## src/verilog/lbc_pkg.sv

```systemverilog
`default_nettype none
package lbc_pkg;
	// Width of every management register and of both result counters.
	localparam int unsigned      REG_W          = 8;
	// Management register addresses.
	localparam logic [7:0]       ADDR_LB_CTRL   = 8'h44;
	localparam logic [7:0]       ADDR_FCS_COUNT = 8'h46;
	localparam logic [7:0]       ADDR_TO_COUNT  = 8'h47;
	// Writing this value to the loopback control register clears both counters.
	localparam logic [REG_W-1:0] CLEAR_VALUE    = 8'h00;
	// Reset values.
	localparam logic [REG_W-1:0] COUNT_RESET    = 8'h00;
	localparam logic [REG_W-1:0] CTRL_RESET     = 8'h00;
	// Read data returned for addresses this block does not own.
	localparam logic [REG_W-1:0] UNMAPPED_READ  = 8'h00;
endpackage
`default_nettype wire

```

## src/verilog/lbc_sat_counter.sv

```systemverilog
`timescale 1ns/10ps
`default_nettype none
module lbc_sat_counter #(
	parameter int unsigned WIDTH = lbc_pkg::REG_W
) (
	input  wire logic             clk_sys_i, // System clock.
	input  wire logic             rstn_i,    // Synchronous reset, active low.
	input  wire logic             clear_i,   // Clear strobe, one cycle.
	input  wire logic             event_i,   // Count strobe, one cycle.
	output logic [WIDTH-1:0]      count_o    // Current count.
);
	localparam logic [WIDTH-1:0] ALL_ONES = {WIDTH{1'b1}};
	localparam logic [WIDTH-1:0] ONE      = {{(WIDTH-1){1'b0}}, 1'b1};
	localparam logic [WIDTH-1:0] ZERO     = {WIDTH{1'b0}};

	logic [WIDTH-1:0] count_r;
	logic [WIDTH-1:0] count_nxt;
	wire              at_max = (count_r == ALL_ONES);

	// An event landing in the clear cycle still counts, so it is never lost.
	assign count_nxt = clear_i ? (event_i ? ONE : ZERO)
	                 : (event_i && !at_max) ? count_r + ONE
	                 : count_r;

	always_ff @(posedge clk_sys_i)
	begin
		if (!rstn_i)
			count_r <= ZERO;
		else
			count_r <= count_nxt;
	end

	assign count_o = count_r;
endmodule
`default_nettype wire

```

## src/verilog/lbc_loopback_result_counters.sv

```systemverilog
`timescale 1ns/10ps
`default_nettype none
module lbc_loopback_result_counters #(
	parameter int unsigned WIDTH = lbc_pkg::REG_W
) (
	input  wire logic             clk_sys_i,         // System clock, 100 MHz.
	input  wire logic             rstn_i,            // Synchronous reset, active low.
	input  wire logic [7:0]       reg_addr_i,        // Management register address.
	input  wire logic             reg_wr_i,          // Write strobe, one cycle.
	input  wire logic [WIDTH-1:0] reg_wdata_i,       // Write data.
	input  wire logic             reg_rd_i,          // Read strobe, one cycle.
	output logic [WIDTH-1:0]      reg_rdata_o,       // Read data, registered.
	output logic                  reg_rvalid_o,      // Read data valid, one cycle.
	input  wire logic             timeout_evt_i,     // Loopback packet timed out.
	input  wire logic             fcs_error_evt_i,   // Returned packet had FCS error.
	output logic [WIDTH-1:0]      lb_ctrl_o,         // Loopback control register value.
	output logic [WIDTH-1:0]      timeout_count_o,   // Timeout counter value.
	output logic [WIDTH-1:0]      fcs_error_count_o  // FCS error counter value.
);
	function automatic logic addr_hit(input logic [7:0] addr, input logic [7:0] target);
		addr_hit = (addr == target);
	endfunction

	logic [WIDTH-1:0] lb_ctrl_r;
	logic [WIDTH-1:0] rdata_r;
	logic [WIDTH-1:0] rdata_nxt;
	logic             rvalid_r;
	logic [WIDTH-1:0] to_count;
	logic [WIDTH-1:0] fcs_count;

	wire hit_ctrl  = addr_hit(reg_addr_i, lbc_pkg::ADDR_LB_CTRL);
	wire hit_fcs   = addr_hit(reg_addr_i, lbc_pkg::ADDR_FCS_COUNT);
	wire hit_to    = addr_hit(reg_addr_i, lbc_pkg::ADDR_TO_COUNT);
	wire ctrl_wr   = reg_wr_i && hit_ctrl;
	// Only a write of zero clears; any other control value leaves the counts alone.
	wire cnt_clear = ctrl_wr && (reg_wdata_i == lbc_pkg::CLEAR_VALUE);

	// Counter addresses have no write path at all, so writes there are dropped.
	assign rdata_nxt = hit_to   ? to_count
	                 : hit_fcs  ? fcs_count
	                 : hit_ctrl ? lb_ctrl_r
	                 : lbc_pkg::UNMAPPED_READ;

	always_ff @(posedge clk_sys_i)
	begin
		if (!rstn_i)
		begin
			lb_ctrl_r <= lbc_pkg::CTRL_RESET;
			rdata_r   <= lbc_pkg::COUNT_RESET;
			rvalid_r  <= 1'b0;
		end
		else
		begin
			if (ctrl_wr)
				lb_ctrl_r <= reg_wdata_i;
			if (reg_rd_i)
				rdata_r <= rdata_nxt;
			rvalid_r <= reg_rd_i;
		end
	end

	lbc_sat_counter #(
		.WIDTH     (WIDTH)
	) u_timeout_count (
		.clk_sys_i (clk_sys_i),
		.rstn_i    (rstn_i),
		.clear_i   (cnt_clear),
		.event_i   (timeout_evt_i),
		.count_o   (to_count)
	);

	lbc_sat_counter #(
		.WIDTH     (WIDTH)
	) u_fcs_error_count (
		.clk_sys_i (clk_sys_i),
		.rstn_i    (rstn_i),
		.clear_i   (cnt_clear),
		.event_i   (fcs_error_evt_i),
		.count_o   (fcs_count)
	);

	assign reg_rdata_o       = rdata_r;
	assign reg_rvalid_o      = rvalid_r;
	assign lb_ctrl_o         = lb_ctrl_r;
	assign timeout_count_o   = to_count;
	assign fcs_error_count_o = fcs_count;

	localparam logic [WIDTH-1:0] A_MAX = {WIDTH{1'b1}};
	localparam logic [WIDTH-1:0] A_ONE = {{(WIDTH-1){1'b0}}, 1'b1};

	property p_timeout_incr;
		@(posedge clk_sys_i) disable iff (!rstn_i)
		(timeout_evt_i && !cnt_clear && to_count != A_MAX)
			|=> (to_count == $past(to_count) + A_ONE);
	endproperty
	a_timeout_incr: assert property (p_timeout_incr)
		else $error("Timeout counter did not advance on a timeout event.");

	property p_timeout_read;
		@(posedge clk_sys_i) disable iff (!rstn_i)
		(reg_rd_i && hit_to) |=> (reg_rvalid_o && reg_rdata_o == $past(to_count));
	endproperty
	a_timeout_read: assert property (p_timeout_read)
		else $error("Timeout counter read returned the wrong value.");

	property p_fcs_read;
		@(posedge clk_sys_i) disable iff (!rstn_i)
		(reg_rd_i && hit_fcs) |=> (reg_rvalid_o && reg_rdata_o == $past(fcs_count));
	endproperty
	a_fcs_read: assert property (p_fcs_read)
		else $error("FCS error counter read returned the wrong value.");

	property p_fcs_clear;
		@(posedge clk_sys_i) disable iff (!rstn_i)
		(reg_wr_i && reg_addr_i == lbc_pkg::ADDR_LB_CTRL
			&& reg_wdata_i == lbc_pkg::CLEAR_VALUE)
			|=> (fcs_count == ($past(fcs_error_evt_i) ? A_ONE : lbc_pkg::COUNT_RESET));
	endproperty
	a_fcs_clear: assert property (p_fcs_clear)
		else $error("FCS error counter not cleared by a zero control write.");

	property p_timeout_clear;
		@(posedge clk_sys_i) disable iff (!rstn_i)
		(cnt_clear && !timeout_evt_i) |=> (to_count == lbc_pkg::COUNT_RESET);
	endproperty
	a_timeout_clear: assert property (p_timeout_clear)
		else $error("Timeout counter not cleared by a zero control write.");

	property p_timeout_hold;
		@(posedge clk_sys_i) disable iff (!rstn_i)
		(!timeout_evt_i && !cnt_clear) |=> $stable(to_count);
	endproperty
	a_timeout_hold: assert property (p_timeout_hold)
		else $error("Timeout counter changed without an event or clear.");

	property p_fcs_incr;
		@(posedge clk_sys_i) disable iff (!rstn_i)
		(fcs_error_evt_i && !cnt_clear && fcs_count != A_MAX)
			|=> (fcs_count == $past(fcs_count) + A_ONE);
	endproperty
	a_fcs_incr: assert property (p_fcs_incr)
		else $error("FCS error counter did not advance on an error event.");

	property p_saturate;
		@(posedge clk_sys_i) disable iff (!rstn_i)
		(!cnt_clear && to_count == A_MAX && fcs_count == A_MAX)
			|=> (to_count == A_MAX && fcs_count == A_MAX);
	endproperty
	a_saturate: assert property (p_saturate)
		else $error("A counter wrapped past its maximum.");

	property p_count_write_ignored;
		@(posedge clk_sys_i) disable iff (!rstn_i)
		(reg_wr_i && (hit_to || hit_fcs) && !timeout_evt_i && !fcs_error_evt_i)
			|=> ($stable(to_count) && $stable(fcs_count));
	endproperty
	a_count_write_ignored: assert property (p_count_write_ignored)
		else $error("A write to a counter address changed a counter.");

	property p_reset_zero;
		@(posedge clk_sys_i)
		!rstn_i |=> (to_count == lbc_pkg::COUNT_RESET && fcs_count == lbc_pkg::COUNT_RESET);
	endproperty
	a_reset_zero: assert property (p_reset_zero)
		else $error("Counters not zero after reset.");

	property p_fcs_hold;
		@(posedge clk_sys_i) disable iff (!rstn_i)
		(!fcs_error_evt_i && !cnt_clear) |=> $stable(fcs_count);
	endproperty
	a_fcs_hold: assert property (p_fcs_hold)
		else $error("FCS error counter changed without an event or clear.");

	property p_timeout_sat;
		@(posedge clk_sys_i) disable iff (!rstn_i)
		(timeout_evt_i && !cnt_clear && to_count == A_MAX) |=> (to_count == A_MAX);
	endproperty
	a_timeout_sat: assert property (p_timeout_sat)
		else $error("Timeout counter wrapped past its maximum.");

	property p_fcs_sat;
		@(posedge clk_sys_i) disable iff (!rstn_i)
		(fcs_error_evt_i && !cnt_clear && fcs_count == A_MAX) |=> (fcs_count == A_MAX);
	endproperty
	a_fcs_sat: assert property (p_fcs_sat)
		else $error("FCS error counter wrapped past its maximum.");

	property p_timeout_clear_evt;
		@(posedge clk_sys_i) disable iff (!rstn_i)
		(cnt_clear && timeout_evt_i) |=> (to_count == A_ONE);
	endproperty
	a_timeout_clear_evt: assert property (p_timeout_clear_evt)
		else $error("Timeout event lost when it met a clear.");

	property p_ctrl_keep;
		@(posedge clk_sys_i) disable iff (!rstn_i)
		(ctrl_wr && reg_wdata_i != lbc_pkg::CLEAR_VALUE && !fcs_error_evt_i)
			|=> $stable(fcs_count);
	endproperty
	a_ctrl_keep: assert property (p_ctrl_keep)
		else $error("A nonzero control write changed the FCS error counter.");

	property p_ctrl_read;
		@(posedge clk_sys_i) disable iff (!rstn_i)
		(reg_rd_i && hit_ctrl) |=> (reg_rvalid_o && reg_rdata_o == $past(lb_ctrl_r));
	endproperty
	a_ctrl_read: assert property (p_ctrl_read)
		else $error("Control register read returned the wrong value.");

	property p_rvalid_pulse;
		@(posedge clk_sys_i) disable iff (!rstn_i)
		!reg_rd_i |=> !reg_rvalid_o;
	endproperty
	a_rvalid_pulse: assert property (p_rvalid_pulse)
		else $error("Read valid raised without a read strobe.");
endmodule
`default_nettype wire

```

## config.mk

```make
export PLATFORM = sky130hd
export DESIGN_NAME = lbc_loopback_result_counters
export DESIGN_NICKNAME = d
export VERILOG_FILES = /design/src/verilog/lbc_pkg.sv /design/src/verilog/lbc_sat_counter.sv /design/src/verilog/lbc_loopback_result_counters.sv
export SDC_FILE = /design/constraint.sdc
export NUM_CORES = 1
export LEC_CHECK = 0
export BUFFER_PORTS_ARGS = -buffer_cell sky130_fd_sc_hd__buf_2
export CORE_ASPECT_RATIO = 1.1
export CORE_MARGIN = 2
export CORE_UTILIZATION = 45
export CTS_BUF_LIST = sky130_fd_sc_hd__clkbuf_4 sky130_fd_sc_hd__clkbuf_8
export CTS_CLUSTER_SIZE = 25
export DETAILED_ROUTE_END_ITERATION = 8
export PLACE_DENSITY_LB_ADDON = 0.3
export SLEW_MARGIN = 0
export SYNTH_ARGS = -nofsm -noshare
export SYNTH_HDL_FRONTEND = slang
export SYNTH_SLANG_ARGS = --single-unit
```

## constraint.sdc

```tcl
create_clock -name clk_sys_i -period 3.05 [get_ports clk_sys_i]
set_input_delay 0.61 -clock clk_sys_i [delete_from_list [all_inputs] [get_ports clk_sys_i]]
set_output_delay 0.61 -clock clk_sys_i [all_outputs]
set_load 0.01 [all_outputs]
```

---- Word-level counts from Yosys, hierarchy flattened ----
Index checks and enable logic that the tools add are counted.
word-level totals
  register bits after elaboration ......... 33
  output and inout bits ................... 33
  logic and storage cells ................. 30
cells by class
  add/sub/neg operators ................... 2
  equality and inequality tests ........... 5
  multiplexer cells ....................... 9
  reduce and logical (&&, ||, !) cells .... 9
operators by type and width
  kind                                                                   number
  8-bit two-way mux                                                      7
  8-bit by 7-bit equality test with 1-bit output, second input constant  3
  8-bit by 1-bit adder with 8-bit output, second input constant          2
  8-bit equality test, second input constant                             2
  8-bit logical NOT                                                      1
  1-bit logical AND                                                      4
  2-bit nonzero test                                                     2
  1-bit logical NOT                                                      2
  1-bit two-way mux                                                      2

---- Longest topological paths before layout ----
  depth after elaboration ................. 5
  mapped depth ............................ 6

---- Cells and area by module ----
A second synthesis with hierarchy kept.
unflattened totals
  cell total of the unflattened synthesis .. 191
  area, all modules ....................... 1773.0 sq um
by module, submodules not included
  module                        instances  cells each  area each (sq um)
  lbc_sat_counter               2          54          469.2
  lbc_loopback_result_counters  1          83          834.6

---- Least setup slack after synthesis ----
No wires, ideal clock.
  kind .................................... input to register
  from .................................... input port reg_addr_i[1]
  to ...................................... register u_fcs_error_count.count_r[0] (netlist: u_fcs_error_count.count_o[0])
  setup time .............................. 132 ps
  arrival time ............................ 1550 ps
  data required time ...................... 2918 ps
  path slack .............................. 1368 ps
  stages .................................. 6
  buffers on the path ..................... 2
  cell sequence ........................... buf_4 -> nor2_1 -> nand4_4 -> buf_6 -> o2111ai_1 -> o311ai_1
between the ends
  cells in the longest elaborated chain, start to end .. 4
  elaborated cells between the ends (all ways) .. 5
ends and longest elaborated chain
  element                                                  line                                RTL
  start, declared                                          lbc_loopback_result_counters.sv:8   input wire logic [7:0] reg_addr_i,
  8-bit by 7-bit equality test with 1-bit output *         lbc_loopback_result_counters.sv:21  addr_hit = (addr == target);
  1-bit logical AND *                                      lbc_loopback_result_counters.sv:34  wire ctrl_wr = reg_wr_i && hit_ctrl;
  1-bit logical AND *                                      lbc_loopback_result_counters.sv:36  wire cnt_clear = ctrl_wr && (reg_wdata_i == lbc_pkg::CLEAR_VALUE);
  8-bit two-way mux or 2-bit nonzero test (tied branches)  n/a
  end signal, assigned                                     lbc_sat_counter.sv:30               count_r <= count_nxt;
  end, declared                                            lbc_sat_counter.sv:16               logic [WIDTH-1:0] count_r;
Mark *: on every way between the ends. The rest lies on a longest branch, timed or not.
A chain may end at the register's enable or synchronous reset.

---- Worst setup path after layout ----
  from .................................... input port reg_addr_i[3]
  to ...................................... register u_fcs_error_count.count_r[6] (netlist: u_fcs_error_count.count_o[6])
Same word-level chain as after synthesis.

==> run summary <==
Peak Freq: 511 MHz
top_reg_cell synth: dfxtp_1
Total GRT Usage: 18.6%
hold_buf cts: 0
ANT cells: 0
Synth warnings: 0
clk_lat worst skew: 0.28 ns
pin count of the biggest net entering global routing: 27
Final Setup Violations: 0
number of synthesized flops with an enable pin: 0
Worst Setup Start Kind: input port
Hold Startpoint: lb_ctrl_o[0]
reg2reg start: u_fcs_error_count.count_o[0]
Req. time, crit path: 3.18 ns
max-slew violations: 0
Net Count, Synth: 215
FF+latch count, synth: 33
min Tclk post-route: 1.96 ns
Worst Hold Path EP: lb_ctrl_o[0]
Worst setup EP type: flop
Cells after Synth: 191
sequential area share after synthesis: 37.8%
vias in the first global route: 1450
synth unique cells: 41
WS Path Type: in2reg
leak pwr: 0.923 nW
layout cells sized above 1: 28.3%
Longest Clk Path Bufs: 2
Mapped Area: 1750 um^2
fin nets: 263
Critical Path AT: 2.08 ns
clock sink count: 33
register area: 661 um^2
Multi-input gate area: 1000 um^2
clock-pin slew on the worst setup and hold paths: 0.07 ns
Total Power: 0.850 mW
pin slew with the least headroom to its limit: 0.608 ns
status: finished, final reports clean
TritonCTS buffer count: 5
worst-path maximum fanout: 14
CTS resizes: 0
worst min path class: reg2reg
grt ovf: 0
drc violations: 0
Worst Reg-to-Reg Cells: 5
TritonCTS clock tree: done
mean area per synthesized cell: 9.14 um^2
Synth top cells by count: 33 x dfxtp_1, 24 x nor2b_1, 18 x mux2i_1, 15 x a21oi_1, 12 x nor2_1
VDD IR max: 0.334 mV
first drt pass iteration count: 5
initial antenna violation count: 0
DR vias: 1592
fill count: 368
DR vias/cell: 5.49
Max H-tree Level: 2
wire length per cell: 14.0 um
Post-CTS Setup Bufs: 0
GPL Wtd Cong: 0.837
max-slew headroom at the worst pin: 59.4%
Die ar.: 4390 um^2
# Max-Cap Violations: 0
Detailed Route Iter0 Violations: 86
Post-synth ARST share: 0%
Worst R2R Setup Slack: 1.46 ns
Die Wd: 63.4 um
Layout Skew: 0.00673 ns
top-count cell post-synth: dfxtp_1
area grow syn2layout: 20.1%
Port Buf Inserts: 54
total wire length: 4.05 mm
core area: 3680 um^2
Hold Path Depth: 2
Synth area leaders: dfxtp_1 38%, mux2i_1 10%, nor2b_1 8.6%
total negative setup slack: 0 ns
# rows: 23
CTS Root Cell: clkbuf_8
power per standard cell area: 405 nW/um^2
RSZ-0062 raised after global routing: false
Final Hold Vio Count: 0
starting density of the core: 47.4%
post-synth top area cell: dfxtp_1
first-pass GRT wire length: 6.63 mm
post-DP HPWL: 3.03 mm
Die Y: 69.3 um
period utilization: 64.2%
reg-to-reg endpoint: u_fcs_error_count.count_o[4]
number of nets still failing antenna checks after routing: 0
IO Count: 55
share of the synthesized area in the top cell type: 37.8%
==> sequential cells by signal, indices dropped and copies added (netlist names) <==
| signal | cells |
|---|---|
| u_fcs_error_count.count_o | 8 |
| reg_rdata_o | 8 |
| reg_rvalid_o | 1 |
| u_timeout_count.count_o | 8 |
| lb_ctrl_o | 8 |
==> metrics by stage <==
| step | area (um^2) | cells | hold slack [ns] | setup slack [ns] | util (%) |
|---|---|---|---|---|---|
| after floorplan | 1750 | 191 | 0.527 | 1.37 | - |
| after global placement | 2010 | 282 | 0.546 | 0.826 | 54.4 |
| after detailed placement | 2010 | 282 | 0.551 | 0.786 | 54.4 |
| after CTS | 2100 | 290 | 0.563 | 1.08 | 56.9 |
| after global routing | 2100 | 290 | 0.582 | 0.970 | 56.9 |
| final | 2100 | 290 | 0.556 | 1.09 | 56.9 |
==> report_power, final <==
part | internal [mW] | leakage [nW] | switching (mW)
Combinational | 0.0315 | 0.607 | 0.0369
Sequential | 0.437 | 0.267 | 0.00940
Clock | 0.189 | 0.0498 | 0.146
==> cell type report <==
type | instances | share of cell area [%]
clock buffers | 8 | 4.36
inverters | 3 | 0.537
multi-input cells | 142 | 47.7
flip-flops and latches | 33 | 31.5
well taps | 50 | 2.98
repair buffers | 54 | 12.9
==> cell families (layout without fill, tap and decap cells) <==
group                      Yosys count  in the layout  share of synthesized area [%]
xor gates and xnor gates             3              3                           1.51
and+or+nand+nor                     78             78                           27.4
adders and majority gates            2              2                           1.43
DFF                                 33             33                           37.8
AOI/OAI and AO/OA                   39             39                           15.4
muxes                               20             20                           11.6
buffers and inverters               16             65                           4.80
==> metal layers <==
metal | global-route usage, % | share of wire, %
met1 | 23.7 | 45
met4 | 7.00 | 1.5
met5 | 0 | 0
met3 | 3.90 | 4.7
met2 | 30.5 | 49
==> worst max-delay path: stages <==
cell and delay (ns):
buf_2 0.11, nor4b_4 0.33, nand4_4 0.29, o21ai_2 0.59, a211oi_1 0.14
==> worst max path at each step <==
stage	endpoint	slack [ns]	startpoint	depth (start not counted)
floorplan	u_fcs_error_count.count_o[0]	1.37	reg_addr_i[1]	6
global placement	u_timeout_count.count_o[7]	0.83	reg_addr_i[3]	5
detailed placement	u_fcs_error_count.count_o[6]	0.79	reg_addr_i[3]	5
CTS	u_fcs_error_count.count_o[6]	1.08	reg_addr_i[3]	5
global route	u_fcs_error_count.count_o[2]	0.97	reg_addr_i[3]	5
finish	u_fcs_error_count.count_o[6]	1.09	reg_addr_i[3]	5
==> layout by cell type, fill, tap and decap left out, types with 3 or more instances in the layout <==
cell type	synthesis	routed
buf_2	3	54
dfxtp_1	33	33
nor2b_1	24	24
mux2i_1	18	18
a21oi_1	15	15
nor2_1	12	12
o2bb2ai_1	8	8
nand3_1	8	8
nor3_1	6	6
nand2_1	5	5
a211oi_1	5	5
clkbuf_8	0	5
nand4_1	4	4
and3_1	3	3
and4_1	3	3
inv_1	3	3
clkbuf_4	0	3
No activity file was read; power rests on OpenSTA's default activity.
